<file path="config.mk">
export PLATFORM = sky130hd
export DESIGN_NAME = panel_config_status_logic
export DESIGN_NICKNAME = d
export VERILOG_FILES = /design/src/core/panel_pkg.sv /design/src/core/pin_sync.sv /design/src/core/panel_config_status_logic.sv
export SDC_FILE = /design/constraint.sdc
export NUM_CORES = 1
export LEC_CHECK = 0
export ABC_AREA = 0
export ABC_CLOCK_PERIOD_IN_PS = 2100
export BUFFER_PORTS_ARGS = -buffer_cell sky130_fd_sc_hd__buf_4
export CORE_MARGIN = 2
export CORE_UTILIZATION = 45
export DETAILED_ROUTE_END_ITERATION = 12
export GPL_TIMING_DRIVEN = 0
export PLACE_DENSITY = 0.67
export RECOVER_POWER = 25
export REMOVE_ABC_BUFFERS = 1
export SETUP_SLACK_MARGIN = 0.4
export SLEW_MARGIN = 30
export SYNTH_ARGS = -nofsm -noshare
export SYNTH_HDL_FRONTEND = slang
export SYNTH_SLANG_ARGS = --single-unit
</file>
<file path="constraint.sdc">
create_clock -name i_sys_clk -period 2.1 [get_ports i_sys_clk]
set_input_delay 0.42 -clock i_sys_clk [delete_from_list [all_inputs] [get_ports i_sys_clk]]
set_output_delay 0.42 -clock i_sys_clk [all_outputs]
set_load 0.05 [all_outputs]
</file>
<file path="src/core/panel_pkg.sv">
// Shared constants for the front-panel configuration and status logic.
// Assumes a single 20 MHz system clock and switch contacts that close to ground.
package panel_pkg;

    // ************************************************************
    // Clock and timing
    // ************************************************************
    localparam int unsigned CLK_HZ          = 20_000_000;
    localparam int unsigned WDOG_TIME_S     = 20;
    localparam int unsigned WDOG_CYCLES_DEF = WDOG_TIME_S * CLK_HZ;
    localparam int unsigned MS_PER_S        = 1000;
    localparam int unsigned MS_CYCLES_DEF   = CLK_HZ / MS_PER_S;
    localparam int unsigned SYNC_STAGES     = 2;

    // ************************************************************
    // Switch fields
    // ************************************************************
    localparam int unsigned BAUD_SW_W    = 3;
    localparam int unsigned BAUD_RATE_W  = 16;
    localparam int unsigned TXDELAY_W    = 8;
    localparam int unsigned CNT_W        = 32;
    localparam logic        SW_CLOSED    = 1'b0;
    localparam logic        SW_OPEN      = 1'b1;

    // ************************************************************
    // Baud select codes and rates
    // ************************************************************
    localparam logic [BAUD_SW_W-1:0] BAUD_CODE_150   = 3'h0;
    localparam logic [BAUD_SW_W-1:0] BAUD_CODE_600   = 3'h1;
    localparam logic [BAUD_SW_W-1:0] BAUD_CODE_1200  = 3'h2;
    localparam logic [BAUD_SW_W-1:0] BAUD_CODE_2400  = 3'h3;
    localparam logic [BAUD_SW_W-1:0] BAUD_CODE_4800  = 3'h4;
    localparam logic [BAUD_SW_W-1:0] BAUD_CODE_9600  = 3'h5;
    localparam logic [BAUD_SW_W-1:0] BAUD_CODE_19200 = 3'h6;
    localparam logic [BAUD_SW_W-1:0] BAUD_CODE_38400 = 3'h7;
    localparam logic [BAUD_SW_W-1:0] BAUD_CODE_RESET = BAUD_CODE_9600;

    localparam logic [BAUD_RATE_W-1:0] BAUD_150   = 16'h0096;
    localparam logic [BAUD_RATE_W-1:0] BAUD_600   = 16'h0258;
    localparam logic [BAUD_RATE_W-1:0] BAUD_1200  = 16'h04b0;
    localparam logic [BAUD_RATE_W-1:0] BAUD_2400  = 16'h0960;
    localparam logic [BAUD_RATE_W-1:0] BAUD_4800  = 16'h12c0;
    localparam logic [BAUD_RATE_W-1:0] BAUD_9600  = 16'h2580;
    localparam logic [BAUD_RATE_W-1:0] BAUD_19200 = 16'h4b00;
    localparam logic [BAUD_RATE_W-1:0] BAUD_38400 = 16'h9600;

    // ************************************************************
    // Transmit sequencing states
    // ************************************************************
    typedef enum logic [3:0] {
        TX_IDLE  = 4'b0001,
        TX_KEYUP = 4'b0010,
        TX_SEND  = 4'b0100,
        TX_TRIP  = 4'b1000
    } tx_state_t;

endpackage

</file>
<file path="src/core/pin_sync.sv">
// Two-stage synchroniser for a group of asynchronous pin levels.
// Assumes the inputs are slow levels; multi-bit groups may skew by one cycle.
`timescale 1ns/1ns
module pin_sync #(
    parameter int unsigned WIDTH = 1
) (
    // Clock and reset
    input  wire logic             i_sys_clk,
    input  wire logic             i_reset,
    // Levels
    input  wire logic [WIDTH-1:0] i_async,
    output logic      [WIDTH-1:0] o_sync
);
    logic [WIDTH-1:0] meta_q;

    // First stage is read only by the second
    always_ff @(posedge i_sys_clk) begin
        if (i_reset) begin
            meta_q <= '1;
            o_sync <= '1;
        end else begin
            meta_q <= i_async;
            o_sync <= meta_q;
        end
    end
endmodule

</file>
<file path="src/core/panel_config_status_logic.sv">
// Front-panel switch decoding, status indicators and transmit watchdog.
// Assumes switch, busy and firmware-write inputs as described on the ports;
// the key request and key-up delay come from logic on the same clock.
`timescale 1ns/1ns
module panel_config_status_logic #(
    parameter int unsigned WDOG_CYCLES = panel_pkg::WDOG_CYCLES_DEF,
    parameter int unsigned MS_CYCLES   = panel_pkg::MS_CYCLES_DEF
) (
    // Clock and reset
    input  wire logic                                 i_sys_clk,
    input  wire logic                                 i_reset,
    // Switch pins, closed = low
    input  wire logic [panel_pkg::BAUD_SW_W-1:0]      i_baud_sw,
    input  wire logic                                 i_bank_sw,
    // Modem and firmware
    input  wire logic                                 i_channel_busy,
    input  wire logic                                 i_key_request,
    input  wire logic [panel_pkg::TXDELAY_W-1:0]      i_txdelay_ms,
    input  wire logic                                 i_link_connected_set,
    input  wire logic                                 i_pending_packet_set,
    // Configuration outputs
    output logic      [panel_pkg::BAUD_SW_W-1:0]      o_baud_code,
    output logic      [panel_pkg::BAUD_RATE_W-1:0]    o_baud_rate,
    output logic                                      o_firmware_bank_bit,
    // Transmit control
    output logic                                      o_tx_key,
    output logic                                      o_data_enable,
    output logic                                      o_watchdog_tripped,
    // Indicators
    output logic                                      o_tx_led,
    output logic                                      o_busy_led,
    output logic                                      o_link_connected_led,
    output logic                                      o_pending_packet_led
);
    import panel_pkg::*;

    localparam int unsigned SYNC_W = BAUD_SW_W + 2;

    // ************************************************************
    // Decoding
    // ************************************************************
    function automatic logic [BAUD_RATE_W-1:0] baud_of(input logic [BAUD_SW_W-1:0] code);
        logic [BAUD_RATE_W-1:0] rate;
        rate = BAUD_9600;
        case (code)
            BAUD_CODE_150:   rate = BAUD_150;
            BAUD_CODE_600:   rate = BAUD_600;
            BAUD_CODE_1200:  rate = BAUD_1200;
            BAUD_CODE_2400:  rate = BAUD_2400;
            BAUD_CODE_4800:  rate = BAUD_4800;
            BAUD_CODE_9600:  rate = BAUD_9600;
            BAUD_CODE_19200: rate = BAUD_19200;
            BAUD_CODE_38400: rate = BAUD_38400;
            default:         rate = BAUD_9600;
        endcase
        return rate;
    endfunction

    // ************************************************************
    // Pin synchronisation
    // ************************************************************
    logic [SYNC_W-1:0] pins_sync;
    logic [BAUD_SW_W-1:0] baud_sync;
    logic              bank_sync;
    logic              busy_sync;

    pin_sync #(
        .WIDTH(SYNC_W)
    ) u_pin_sync (
        .i_sys_clk (i_sys_clk),
        .i_reset   (i_reset),
        .i_async   ({i_baud_sw, i_bank_sw, i_channel_busy}),
        .o_sync    (pins_sync)
    );

    // Synchroniser resets to all ones, which would flash a busy lamp and the top
    // baud code; its users wait until real pin levels have come through
    logic [SYNC_STAGES-1:0] fill_q;
    logic                   sync_ready;

    always_ff @(posedge i_sys_clk) begin
        if (i_reset) begin
            fill_q <= '0;
        end else begin
            fill_q <= {fill_q[SYNC_STAGES-2:0], 1'b1};
        end
    end

    assign sync_ready = fill_q[SYNC_STAGES-1];
    assign baud_sync  = pins_sync[SYNC_W-1:2];
    assign bank_sync  = pins_sync[1];
    assign busy_sync  = pins_sync[0] && sync_ready;

    // ************************************************************
    // Configuration registers
    // ************************************************************
    // Contact level used as is; no inversion anywhere
    always_ff @(posedge i_sys_clk) begin
        if (i_reset) begin
            o_baud_code         <= BAUD_CODE_RESET;
            o_baud_rate         <= BAUD_9600;
            o_firmware_bank_bit <= SW_OPEN;
        end else if (sync_ready) begin
            o_baud_code         <= baud_sync;
            o_baud_rate         <= baud_of(baud_sync);
            o_firmware_bank_bit <= bank_sync;
        end
    end

    // Firmware-owned indicators and the channel-busy lamp
    always_ff @(posedge i_sys_clk) begin
        if (i_reset) begin
            o_link_connected_led <= 1'b0;
            o_pending_packet_led <= 1'b0;
            o_busy_led           <= 1'b0;
        end else begin
            o_link_connected_led <= i_link_connected_set;
            o_pending_packet_led <= i_pending_packet_set;
            o_busy_led           <= busy_sync;
        end
    end

    // ************************************************************
    // Transmit sequencing
    // ************************************************************
    tx_state_t         state_q;
    tx_state_t         state_d;
    logic [CNT_W-1:0]  wd_cnt_q;
    logic [CNT_W-1:0]  ms_cnt_q;
    logic [TXDELAY_W-1:0] delay_ms_q;
    logic              wd_expired;
    logic              delay_done;

    assign wd_expired = (wd_cnt_q >= CNT_W'(WDOG_CYCLES - 1));
    assign delay_done = (delay_ms_q >= i_txdelay_ms);

    // Busy drops keying at once; deferring here would stomp on another station
    always_comb begin
        state_d = state_q;
        case (state_q)
            TX_IDLE: begin
                // Channel state unknown until the synchroniser has filled
                if (i_key_request && !busy_sync && sync_ready) begin
                    state_d = TX_KEYUP;
                end
            end
            TX_KEYUP: begin
                if (!i_key_request || busy_sync) begin
                    state_d = TX_IDLE;
                end else if (wd_expired) begin
                    state_d = TX_TRIP;
                end else if (delay_done) begin
                    state_d = TX_SEND;
                end
            end
            TX_SEND: begin
                if (!i_key_request || busy_sync) begin
                    state_d = TX_IDLE;
                end else if (wd_expired) begin
                    state_d = TX_TRIP;
                end
            end
            TX_TRIP: begin
                if (!i_key_request) begin
                    state_d = TX_IDLE;
                end
            end
            default: state_d = TX_IDLE;
        endcase
    end

    always_ff @(posedge i_sys_clk) begin
        if (i_reset) begin
            state_q <= TX_IDLE;
        end else begin
            state_q <= state_d;
        end
    end

    // Watchdog runs from key-up until release or a return to idle, not only while data is enabled
    always_ff @(posedge i_sys_clk) begin
        if (i_reset || !i_key_request || state_q == TX_IDLE) begin
            wd_cnt_q <= '0;
        end else if (!wd_expired) begin
            wd_cnt_q <= wd_cnt_q + CNT_W'(1);
        end
    end

    // Key-up delay in millisecond steps
    always_ff @(posedge i_sys_clk) begin
        if (i_reset || state_q != TX_KEYUP) begin
            ms_cnt_q   <= '0;
            delay_ms_q <= '0;
        end else if (ms_cnt_q >= CNT_W'(MS_CYCLES - 1)) begin
            ms_cnt_q   <= '0;
            if (!delay_done) begin
                delay_ms_q <= delay_ms_q + TXDELAY_W'(1);
            end
        end else begin
            ms_cnt_q <= ms_cnt_q + CNT_W'(1);
        end
    end

    always_ff @(posedge i_sys_clk) begin
        if (i_reset) begin
            o_tx_key           <= 1'b0;
            o_data_enable      <= 1'b0;
            o_tx_led           <= 1'b0;
            o_watchdog_tripped <= 1'b0;
        end else begin
            o_tx_key           <= (state_d == TX_KEYUP) || (state_d == TX_SEND);
            o_data_enable      <= (state_d == TX_SEND);
            o_tx_led           <= (state_d != TX_IDLE);
            o_watchdog_tripped <= (state_d == TX_TRIP);
        end
    end

    logic [2:0] age_q;
    always_ff @(posedge i_sys_clk) begin
        if (i_reset) begin
            age_q <= '0;
        end else if (age_q != 3'h7) begin
            age_q <= age_q + 3'h1;
        end
    end
endmodule

</file>
-- Word level (Yosys, flattened, before mapping)
Memories as Yosys holds them, arrays and structs flattened. A register that Yosys moved wholly into a read port is not among the register bits.
Index checks and enable logic that the tools add are counted.
- flip-flop bits (word level): 115
- bits in read-only memories: 120
- input port bits: 18
- output and inout bits: 27
- memories kept: 1
- memory list (memory ; depth ; bits a word ; read ports ; clocked after Yosys merged registers in ; wr ports ; line ; source):
    (no name shown) ; 8 ; 15 ; 1 ; 1 ; 0 ; panel_config_status_logic.sv:45 ; case (code)
- add/subtract/negate cells: 3
- $lt $le $gt $ge: 3
- eq/ne operators: 9
- mux-type cells: 9
- bitwise gates (word level): 1
- reduce and logical (&&, ||, !) cells: 12
- operator list (cell ; number):
    $add 32x1->32 const B ; 2
    $ge 32x15->1 const B ; 1
    $ge 32x29->1 const B ; 1
    $mux 4 ; 7
    $pmux 4 s4 ; 1
    $add 8x1->8 const B ; 1
    $eq 4x2->1 const B ; 2
    $eq 4x3->1 const B ; 2
    $eq 4x4->1 const B ; 2
    $ge 8x8->1 ; 1
    $logic_or 1x1->1 ; 5
    $eq 4x1->1 const B ; 1
    $ne 4x1->1 const B ; 1
    $ne 4x2->1 const B ; 1
    $logic_and 1x1->1 ; 3
    $logic_not 1->1 ; 2
    $reduce_and 2->1 ; 1
    $reduce_or 2->1 ; 1
    $mux 1 ; 1
    $not 1->1 ; 1

-- Logic depth before layout (Yosys ltp)
Gate-level depths: netlist (run 1).
- depth in word-level cells: 8
- mapped depth: 8
- mapped depth without buffers: 7

-- Cells and area by module
From an unflattened synthesis (run 1), not the netlist that was laid out.
- cells, all modules: 542
- area total of the unflattened synthesis: 4892.2 sq um
- modules (own cells, without submodules) (module ; times used ; cells an instance ; area each (sq um) ; sequential area each (sq um)):
    panel_config_status_logic ; 1 ; 522 ; 4629.4 ; 2062.0
    pin_sync ; 1 ; 20 ; 262.8 ; 200.2

-- Worst setup path after synthesis (run 1)
No wires, ideal clock.
- kind: in2reg
- start point: in i_txdelay_ms[1] (netlist bit)
- end point: reg delay_ms_q[5]
- setup time: 0.072 ns
- arrival: 2.046 ns
- setup slack: -0.018 ns
- stages: 8
- path buffers: 1
- path through: inv_1 ha_1 or4_1 a21oi_1 o31ai_1 clkbuf_1 nor4_2 mux2i_1
- cells in the longest elaborated chain, start to end: 3
- ends and longest elaborated chain (what ; line ; source):
    from (decl) ; panel_config_status_logic.sv:18 ; input wire logic [panel_pkg::TXDELAY_W-1:0] i_txdelay_ms,
    $ge 8x8->1 ; panel_config_status_logic.sv:135 ; assign delay_done = (delay_ms_q >= i_txdelay_ms);
    $not 1->1 (no source line) ; -- ;
    $reduce_and 2->1 (no source line) ; -- ;
    to (signal assigned) ; panel_config_status_logic.sv:197 ; delay_ms_q <= delay_ms_q + TXDELAY_W'(1);
    to (decl) ; panel_config_status_logic.sv:130 ; logic [TXDELAY_W-1:0] delay_ms_q;
No other way between the ends.
A chain may end at the register's enable or synchronous reset.

-- Worst setup path in the final report (run 1)
- start point: reg delay_ms_q[2]
- end point: reg delay_ms_q[3]
- cells in the longest elaborated chain, start to end: 3
- elaborated cells on any way between the ends: 4
- ends and longest elaborated chain (what ; line):
    $ge 8x8->1 ; panel_config_status_logic.sv:135
    $not 1->1 (no source line) ; --
    $reduce_and 2->1 (no source line) ; --
Parallel ways exist; a longest one is shown, timed or not.

==> flow_metrics.tcl, run 1 <==
set metrics [dict create \
    critPathRequiredTime_ns 2.57 \
    synthMostInstantiatedCell "dfxtp_1" \
    critPathMaxStageDelay_ns 0.54 \
    latest_clock_arrival_within_the_worst_skew_pair_ns 0.53 \
    ys_top_cells_by_area "dfxtp_1 45%, ha_1 4.0%, a21oi_1 3.9%" \
    number_of_inserted_diodes 0 \
    final_min_period_over_clock_period_pct 96.80 \
    cts.root.buffer_cell "clkbuf_8" \
    yosys.area.top_type "dfxtp_1" \
    drt-pass1-iter-count 8 \
    die_h_um 109.6 \
    synth.distinct_cells 61 \
    syn_area_per_cell_um2 9.116 \
    cp_top_delay_family "simple AND/OR/NAND/NOR gates" \
    leakagePower_nw 3.020 \
    run_status "completed" \
    finalSetupViolCount 0 \
    first_iter_violations 425 \
    routed_wirelength_um 16050 \
    tritoncts.num_buffers 17 \
    initial_core_util_pct 46.25 \
    antenna_found_initial 0 \
    clock-sinks 113 \
    cts.path.max_buffers 2 \
    crit_path_max_fanout 5 \
    first_pass_grt_wire_length_um 21320 \
    fmax_achieved_mhz 491.9 \
    power-per-cell-area_nw_per_um2 736.2 \
    dr_total_vias 5040 \
    fin_nets 741 \
    htree_num_levels 4 \
    synth.top_cell.area_share_pct 45.12 \
    synth_edf_count 0 \
    drv_slew 0 \
    drc 0 \
    rsz_0062_raised_after_global_routing "true" \
    final.min_clock_period_ns 2.033 \
    critPathBufInv 1 \
    max_cap_viol_count 0 \
    worst-slew-pin-transition_ns 0.5843 \
    port_buffers 43 \
    ir_worst_vdd_mv 0.5125 \
    die_x_um 109.6 \
    seq_area_frac_synth_pct 45.12 \
    utilization_pct 71.15 \
    grtUsageTotal_pct 22.85 \
    vias_per_std_cell 5.860 \
    reg_clk_slew_reported_paths_ns 0.06 \
    synth_async_sr_flop_share_pct 0 \
    min-delay-path-class "primary input to flop" \
    max-slew-margin-rel_pct 60.97 \
    synthTopCellsByCount "113 x dfxtp_1, 47 x nor2_1, 44 x nand2_1, 39 x a21oi_1, 27 x nand3_1" \
    synthesis.yosys.warnings 0 \
    clock_tree_from_tritoncts "done" \
    finalHoldViolCount 0 \
    final_layout_size_suffix_gt1_share_pct 44.17 \
    fp_rows 38 \
    post_synth_inst_count 550 \
    synth-seq-cells 113 \
    gr-total-overflow 0 \
    drtAntennaViolNets 0 \
    setup.worst_path.class "flop to flop" \
    crit_chain "ha_4 > or4_4 > a21oi_4 > o31ai_4 > buf_6 > nor4_1 > o21a_1" \
    wl_per_cell_um 18.66 \
    io-pin-count 45 \
    layout_overhead_on_the_synthesized_area_pct 53.83 \
    place_worst_setup_slack_ns -0.3944 \
    arrival_ns 2.50 \
    die-area_um2 12000 \
    hpwl_um 7244 \
    fin_hold_ws_ns 0.06572 \
    crit_path_top_delay_cell "or4_4" \
    core_area_um2 10840 \
    rd_place_congestion 0.8806 \
    timing.final.ws_setup_ns 0.06715 \
    design_power_total_mw 5.678 \
    clock-skew-final_ns 0.007913 \
    grt_max_degree 31 \
    netlist_area_um2 5014 \
    vias_in_the_first_global_route 4587 \
    end_kind "flop" \
    dominantRegCellSynth "dfxtp_1" \
    crit_path_start_kind "flop" \
]
## report_power, final
group | total (mW) | switching (mW) | internal (mW)
Sequential | 2.20 | 0.0330 | 2.17
Combinational | 0.247 | 0.151 | 0.0961
Clock | 3.23 | 1.01 | 2.22
Total | 5.68 | 1.19 | 4.49
## worst reg2reg max path, stage by stage (launching register included)
cell	delay [ns]
dfxtp_4	0.36
ha_4	0.16
or4_4	0.54
a21oi_4	0.17
o31ai_4	0.11
buf_6	0.16
nor4_1	0.29
o21a_1	0.19
## through the flow
stage / cell area, µm² / std cells / TNS, ns
after floorplan: 4969 / 545 / -7.558
after global placement: 5466 / 728 / -31.82
after detailed placement: 5515 / 730 / -9.725
after CTS: 7059 / 820 / 0
after global routing: 7712 / 860 / 0
final: 7712 / 860 / 0
## flip-flops by register name, summed over array words and instances (netlist names), 2 cells and up
name and cells:
ms_cnt_q 32, wd_cnt_q 32, o_baud_rate 14, delay_ms_q 8
u_pin_sync.meta_q 5, u_pin_sync.o_sync 5, state_q 4, o_baud_code 3
fill_q 2
## layout by cell type (no fill, tap or decap), types with 7 or more instances in the layout
cell / instances
and2_1: 7
clkbuf_16: 16
conb_1: 18
nand2b_1: 14
o31ai_4: 7
xor2_1: 9
dfxtp_4: 18
nand2_1: 39
buf_6: 29
nand3_1: 21
nor2b_1: 11
ha_1: 11
or2_2: 10
inv_1: 16
or4_4: 9
nor2_1: 44
a21oi_1: 27
o31ai_1: 7
nand4_1: 15
or4_1: 7
mux2i_1: 12
and3_1: 7
buf_4: 109
dfxtp_1: 76
dfxtp_2: 19
a21oi_2: 8
## layout make-up
| class | instances | area, µm² |
|---|---|---|
| clock buffers | 21 | 449.2 |
| repair buffers | 140 | 1170 |
| well taps | 140 | 175.2 |
| flip-flops and latches | 113 | 2354 |
| multi-input cells | 418 | 3293 |
| fillers | 715 | 3128 |
| clock inverters | 11 | 207.7 |
| inverters | 17 | 63.81 |
## metal layers
layer  vias to the layer above  share of wire (%)  GRT usage [%]
met5                         -                  0              0
li1                       2303                  -              -
met4                         0                5.3          13.47
met2                       230                 50          38.10
met1                      2422                 38          26.05
met3                        85                6.6          6.402
## worst paths after layout
check | to | from | depth (start not counted) | slack (ns)
min | u_pin_sync.meta_q[0]$_SDFF_PP1_ | i_channel_busy | 2 | 0.07
min reg2reg | u_pin_sync.o_sync[2]$_SDFF_PP1_ | u_pin_sync.meta_q[2]$_SDFF_PP1_ | 1 | 0.41
max | delay_ms_q[3]$_SDFFE_PP0P_ | delay_ms_q[2]$_SDFFE_PP0P_ | 7 | 0.07
max reg2reg | delay_ms_q[3]$_SDFFE_PP0P_ | delay_ms_q[2]$_SDFFE_PP0P_ | 7 | 0.07
## cells by family after synthesis
family / after synthesis / synth area share (%)
DFF: 113 / 45.12
buffers and inverters: 39 / 3.444
and+or+nand+nor: 248 / 27.65
adders and majority gates: 16 / 3.993
other: 1 / 0.07480
xor gates and xnor gates: 14 / 2.446
muxes: 12 / 2.396
AOI/OAI and AO/OA: 107 / 14.87
## repair_timing
item                                   in CTS  in global routing
buffers inserted                           56                 37
endpoints found under the hold margin       0                  0
hold buffers                                0                  0
pin swaps                                  60                 58
cloned                                      2                  3
setup endpoints to repair                  63                 58
gates resized for setup                   124                 81
Note: power is estimated with default switching activity, not from simulation.
==> run 2: changes to the inputs <==
--- a/config.mk
+++ b/config.mk
@@ -6,13 +6,12 @@
 export NUM_CORES = 1
 export LEC_CHECK = 0
 export ABC_AREA = 0
-export ABC_CLOCK_PERIOD_IN_PS = 2100
-export BUFFER_PORTS_ARGS = -buffer_cell sky130_fd_sc_hd__buf_4
+export ABC_CLOCK_PERIOD_IN_PS = 2600
 export CORE_MARGIN = 2
 export CORE_UTILIZATION = 45
 export DETAILED_ROUTE_END_ITERATION = 12
-export GPL_TIMING_DRIVEN = 0
-export PLACE_DENSITY = 0.67
+export DONT_BUFFER_PORTS = 1
+export PLACE_DENSITY = 0.61
 export RECOVER_POWER = 25
 export REMOVE_ABC_BUFFERS = 1
 export SETUP_SLACK_MARGIN = 0.4
==> constraint.sdc (replaced) <==
create_clock -name i_sys_clk -period 2.6 [get_ports i_sys_clk]
set_input_delay 0.52 -clock i_sys_clk [delete_from_list [all_inputs] [get_ports i_sys_clk]]
set_output_delay 0.52 -clock i_sys_clk [all_outputs]
set_load 0.05 [all_outputs]
==> flow_metrics.tcl, run 2 (synthesized netlist as in run 1, its figures left out) <==
set metrics [dict create \
    crit_path_top_delay_cell "or4_1" \
    finalHoldViolCount 0 \
    layout_overhead_on_the_synthesized_area_pct 16.17 \
    drtAntennaViolNets 0 \
    die_x_um 109.6 \
    dp.cells 694 \
    reg_clk_slew_reported_paths_ns 0.06 \
    cell_mode_on_critical_path "or4_1" \
    setup.worst_path.class "flop to flop" \
    clock_tree_from_tritoncts "done" \
    post-cts-setup-buffer-count 0 \
    vias_per_std_cell 5.492 \
    initial_core_util_pct 46.25 \
    final_min_period_over_clock_period_pct 82.72 \
    rsz_0062_raised_after_global_routing "true" \
    run_status "completed" \
    critPathMaxStageDelay_ns 0.53 \
    worst-slew-pin-transition_ns 1.239 \
    wl_per_cell_um 14.06 \
    max-slew-margin-rel_pct 17.43 \
    fp_rows 38 \
    fmax_achieved_mhz 464.9 \
    tritoncts.num_buffers 17 \
    cts.root.buffer_cell "clkbuf_8" \
    final_layout_size_suffix_gt1_share_pct 11.77 \
    postCtsHoldBufs 0 \
    grt_max_degree 31 \
    hpwl_um 6814 \
    latest_clock_arrival_within_the_worst_skew_pair_ns 0.51 \
    first_pass_grt_wire_length_um 17220 \
    power-per-cell-area_nw_per_um2 715.8 \
    ir_worst_vdd_mv 0.4563 \
    dr_total_vias 3987 \
    first_iter_violations 227 \
    die-area_um2 12000 \
    fin_nets 607 \
    finish.cell_count_without_fillers 726 \
    cts.path.max_buffers 2 \
    rd_place_congestion 0.8087 \
    arrival_ns 2.59 \
    htree_num_levels 4 \
    layout_commonest_cell "dfxtp_1" \
    max_cap_viol_count 0 \
    antenna_found_initial 0 \
    clock-sinks 113 \
    largest_registers "ms_cnt_q (32), wd_cnt_q (32), o_baud_rate (14)" \
    drc 0 \
    design_power_total_mw 4.169 \
    drv_slew 0 \
    drt-pass1-iter-count 4 \
    leakagePower_nw 2.134 \
    final.min_clock_period_ns 2.151 \
    end_kind "flop" \
    crit_chain "ha_1 > or4_1 > a21oi_2 > o31ai_1 > buf_4 > or4_1 > a21oi_1" \
    fin_hold_ws_ns 0.07458 \
    number_of_inserted_diodes 0 \
    finalSetupViolCount 0 \
    core_area_um2 10840 \
    crit_path_max_fanout 14 \
    gr-total-overflow 0 \
    routed_wirelength_um 10210 \
    postCtsResizedCells 0 \
    die_h_um 109.6 \
    vias_in_the_first_global_route 3668 \
    grtUsageTotal_pct 18.21 \
    critPathRequiredTime_ns 3.04 \
    mostFrequentLayoutCells "112 x dfxtp_1, 47 x nor2_1, 44 x nand2_1" \
    io-pin-count 45 \
    crit_path_start_kind "flop" \
    port_buffers 0 \
    clock-skew-final_ns 0.01001 \
    min-delay-path-class "primary input to flop" \
]
[run 2: changes by cell type in the layout (fill, tap and decap cells not counted), moves of 11 or more]
cell     before  now
dfxtp_2      19    1
dfxtp_4      18    0
buf_4       109    7
dfxtp_1      76  112
buf_6        29    1
a21oi_1      27   38
[run 2: worst paths after layout]
| path | from | end | slack, ns | cells after the start |
|---|---|---|---|---|
| max | delay_ms_q[1]$_SDFFE_PP0P_ | delay_ms_q[2]$_SDFFE_PP0P_ | 0.45 | 7 |
| max reg2reg | delay_ms_q[1]$_SDFFE_PP0P_ | delay_ms_q[2]$_SDFFE_PP0P_ | 0.45 | 7 |
| min | i_reset | o_baud_rate[15]$_SDFFE_PP0P_ | 0.07 | 1 |
| min reg2reg | u_pin_sync.meta_q[4]$_SDFF_PP1_ | u_pin_sync.o_sync[4]$_SDFF_PP1_ | 0.41 | 1 |
[run 2: layout make-up]
type                    count  area, µm²
clock buffers              18      427.9
clock inverters            14      155.1
fillers                   995       5016
inverters                  17      63.81
multi-input cells         415       2671
flip-flops and latches    113       2263
well taps                 140      175.2
repair buffers              9      67.56
[run 2: metal layers]
| layer | wire, µm | share of wire, % | GRT usage, % |
|---|---|---|---|
| met5 | 0 | 0 | 0 |
| met4 | 111 | 1.1 | 8.137 |
| met3 | 362 | 3.5 | 5.453 |
| met2 | 4691 | 46 | 27.65 |
| met1 | 5042 | 49 | 23.83 |
[run 2: worst max-delay path: cells and delay by family (launching register included)]
kind | cells | cell delay (ns)
AND/OR/NAND/NOR | 2 | 0.93
AO/OA/AOI/OAI | 3 | 0.38
flip-flops | 1 | 0.37
adder cells (fa/ha/maj) | 1 | 0.20
buffers and inverters | 1 | 0.20
[run 2: through the flow]
stage                     utilization (%)  setup TNS, ns  area, µm²  worst slack, ns
after floorplan                         -        -0.1111       4969         -0.06429
after global placement              48.12              0       5216           0.3383
after detailed placement            48.12              0       5216           0.2661
after CTS                           53.50              0       5799           0.4420
after global routing                53.73              0       5824           0.3701
final                               53.73              0       5824           0.4492
[run 2: power breakdown]
| group | switching, mW | internal [mW] | leakage (nW) |
|---|---|---|---|
| Combinational | 0.0491 | 0.0371 | 0.928 |
| Clock | 0.842 | 1.40 | 0.282 |
| Sequential | 0.0715 | 1.77 | 0.923 |
| Total | 0.962 | 3.21 | 2.13 |
==> run 3: changes to the inputs <==
--- a/config.mk
+++ b/config.mk
@@ -5,13 +5,13 @@
 export SDC_FILE = /design/constraint.sdc
 export NUM_CORES = 1
 export LEC_CHECK = 0
-export ABC_AREA = 0
-export ABC_CLOCK_PERIOD_IN_PS = 2600
+export ABC_AREA = 1
+export ABC_CLOCK_PERIOD_IN_PS = 1750
 export CORE_MARGIN = 2
 export CORE_UTILIZATION = 45
 export DETAILED_ROUTE_END_ITERATION = 12
 export DONT_BUFFER_PORTS = 1
-export PLACE_DENSITY = 0.61
+export PLACE_DENSITY = 0.63
 export RECOVER_POWER = 25
 export REMOVE_ABC_BUFFERS = 1
 export SETUP_SLACK_MARGIN = 0.4
==> constraint.sdc (replaced) <==
create_clock -name i_sys_clk -period 1.75 [get_ports i_sys_clk]
set_input_delay 0.35 -clock i_sys_clk [delete_from_list [all_inputs] [get_ports i_sys_clk]]
set_output_delay 0.35 -clock i_sys_clk [all_outputs]
set_load 0.05 [all_outputs]
==> flow_metrics.tcl, run 3 <==
set metrics [dict create \
    ys_top_cells_by_area "dfxtp_1 43%, nand2_1 13%, nor2_1 6.0%" \
    dr_total_vias 5078 \
    final_min_period_over_clock_period_pct 94.64 \
    grt_max_degree 34 \
    grt_util_met2_pct 36.04 \
    largest_registers "ms_cnt_q (32), wd_cnt_q (32), o_baud_rate (14)" \
    drc 0 \
    antenna_found_initial 0 \
    io-pin-count 45 \
    end_kind "flop" \
    synthesis.yosys.warnings 0 \
    synth.distinct_cells 44 \
    crit_chain "inv_2 > ha_2 > nand4_1 > nand3_2 > nand2_4 > nand2_4 > inv_8 > nand2_8 > nand2_1 > a21oi_2" \
    first_iter_violations 394 \
    final.min_clock_period_ns 1.656 \
    layout_overhead_on_the_synthesized_area_pct 52.25 \
    worst-slew-pin-transition_ns 0.5725 \
    seq_area_frac_synth_pct 43.12 \
    fp_rows 39 \
    gr-total-overflow 0 \
    first_pass_grt_wire_length_um 21870 \
    max_cap_viol_count 0 \
    post_synth_inst_count 706 \
    critPathRequiredTime_ns 2.08 \
    hpwl_um 8260 \
    crit_path_top_delay_cell "dfxtp_4" \
    die-area_um2 12540 \
    main_combinational_cell_family_by_area_after_synthesis "simple AND/OR/NAND/NOR gates" \
    max-slew-margin-rel_pct 61.43 \
    dpl_cell_area_um2 5613 \
    adder_cell_share_of_the_synthesized_area_pct 3.816 \
    min-delay-path-class "primary input to flop" \
    fin_setup_tns_ns 0 \
    final_cell_area_um2 7988 \
    latest_clock_arrival_within_the_worst_skew_pair_ns 0.41 \
    clock_tree_from_tritoncts "done" \
    layout_commonest_cell "nand2_1" \
    crit_path_max_fanout 8 \
    setup.worst_path.class "flop to flop" \
    grt_util_met3_pct 6.968 \
    reg_clk_slew_reported_paths_ns 0.06 \
    num-fill-cells 821 \
    synthTopCellsByCount "183 x nand2_1, 113 x dfxtp_1, 84 x nor2_1, 70 x inv_1, 44 x nand3_1" \
    utilization_pct 69.95 \
    cell_mode_on_critical_path "nand2_4" \
    syn_area_per_cell_um2 7.431 \
    critPathMaxStageDelay_ns 0.35 \
    synth-seq-cells 113 \
    synth_edf_count 0 \
    cts.root.buffer_cell "clkbuf_16" \
    synth.top_cell.area_share_pct 43.12 \
    finalHoldViolCount 0 \
    core_area_um2 11420 \
    arrival_ns 1.99 \
    clock-sinks 113 \
    synth_xor_area_share_pct 3.506 \
    clock-skew-final_ns 0.007275 \
    synthMuxAreaShare_pct 0 \
    fmax_achieved_mhz 603.8 \
    die_x_um 112.0 \
    run_status "completed" \
    routed_wirelength_um 15590 \
    finalSetupViolCount 0 \
    simple_gate_fraction_of_synth_area_pct 32.55 \
    cts.path.max_buffers 2 \
    port_buffers 0 \
    yosys.area.top_type "dfxtp_1" \
    grt-busiest-layer "met2" \
    crit_start "delay_ms_q[0]$_SDFFE_PP0P_" \
    final_layout_size_suffix_gt1_share_pct 48.54 \
    fin_nets 845 \
    reg2reg_launch_point "delay_ms_q[0]$_SDFFE_PP0P_" \
    power-per-cell-area_nw_per_um2 829.7 \
    dominantRegCellSynth "dfxtp_1" \
    synth_compound_area_share_pct 9.373 \
    drtAntennaViolNets 0 \
    number_of_inserted_diodes 0 \
    synth_async_sr_flop_share_pct 0 \
    htree_num_levels 4 \
    vias_in_the_first_global_route 4826 \
    drv_slew 0 \
    rd_place_congestion 0.9153 \
    worst_min_delay_path_startpoint "i_baud_sw[1]" \
    netlist_area_um2 5246 \
    crit_path_start_kind "flop" \
    grtUsageTotal_pct 21.63 \
    mostFrequentLayoutCells "125 x nand2_1, 54 x buf_4, 52 x nor2_1, 52 x dfxtp_1, 51 x inv_1" \
    wl_per_cell_um 16.12 \
    initial_core_util_pct 45.95 \
    leakagePower_nw 3.458 \
    rsz_0062_raised_after_global_routing "true" \
    ir_worst_vdd_mv 1.179 \
    vias_per_std_cell 5.251 \
    grt.met1_usage_pct 26.17 \
    synthMostInstantiatedCell "nand2_1" \
    drt-pass1-iter-count 5 \
    tritoncts.num_buffers 17 \
    die_h_um 112.0 \
]
## run 3: cell type report
type                    instances  area [µm²]  area share [%]
well taps                     143       178.9           2.240
inverters                      74       312.8           3.916
multi-input cells             519        3587           44.91
flip-flops and latches        113        2376           29.75
clock buffers                  20       456.7           5.717
clock inverters                12       181.4           2.271
repair buffers                 85       885.9           11.09
repair inverters                1       8.758          0.1096
## run 3: final timing paths
kind / endpoint / slack, ns / depth (start not counted)
worst max-delay path: delay_ms_q[3]$_SDFFE_PP0P_ / 0.09 / 10
worst min-delay path: u_pin_sync.meta_q[3]$_SDFF_PP1_ / 0.04 / 1
worst max register to register: delay_ms_q[3]$_SDFFE_PP0P_ / 0.09 / 10
worst min register to register: fill_q[1]$_SDFF_PP0_ / 0.40 / 2
## run 3: through the flow
stage / instances / setup WS [ns] / hold slack [ns] / total power, mW
floorplan: 706 / -0.04279 / 0.3883 / 2.899
CTS: 936 / 0.1711 / -0.01637 / 6.654
global placement: 878 / -0.03259 / 0.3920 / 2.933
finish: 967 / 0.09373 / 0.03915 / 6.628
detailed placement: 878 / -0.1316 / 0.3923 / 2.938
global route: 967 / 0.0008982 / 0.02629 / 6.821
## run 3: logic make-up after synthesis
| logic type | after synthesis |
|---|---|
| adders and majority gates | 16 |
| buffers and inverters | 91 |
| DFF | 113 |
| and+or+nand+nor | 383 |
| xor gates and xnor gates | 21 |
| other | 1 |
| AOI/OAI and AO/OA | 81 |
## run 3: critical path, delay by kind of cell, from the launching register on
family          cells  cell delay, ns
simple gates        6            0.64
buf+inv             2            0.10
flops               1            0.35
compound gates      1            0.17
fa+ha+maj           1            0.31
## run 3: repair_timing
item / 4_1_cts / 5_1_grt
pin swaps: 42 / 69
endpoints found under the setup margin: 85 / 65
buffers inserted: 20 / 26
hold buffers: 2 / 2
gates cloned: 4 / 3
hold endpoints to repair: 12 / 11
gates resized for setup: 184 / 176
## run 3: report_power, final
part           leakage [nW]  switching [mW]  total [mW]  internal, mW
sequential            0.951           0.115        2.73          2.62
combinational          2.21           0.111       0.181        0.0702
clock                 0.299            1.25        3.71          2.46
total                  3.46            1.48        6.63          5.15
## run 3: layer usage
| layer | up-vias | routed length [µm] |
|---|---|---|
| li1 | 2461 | - |
| met1 | 2415 | 6345 |
| met2 | 161 | 8117 |
| met3 | 41 | 766 |
| met4 | 0 | 358 |
| met5 | - | 0 |
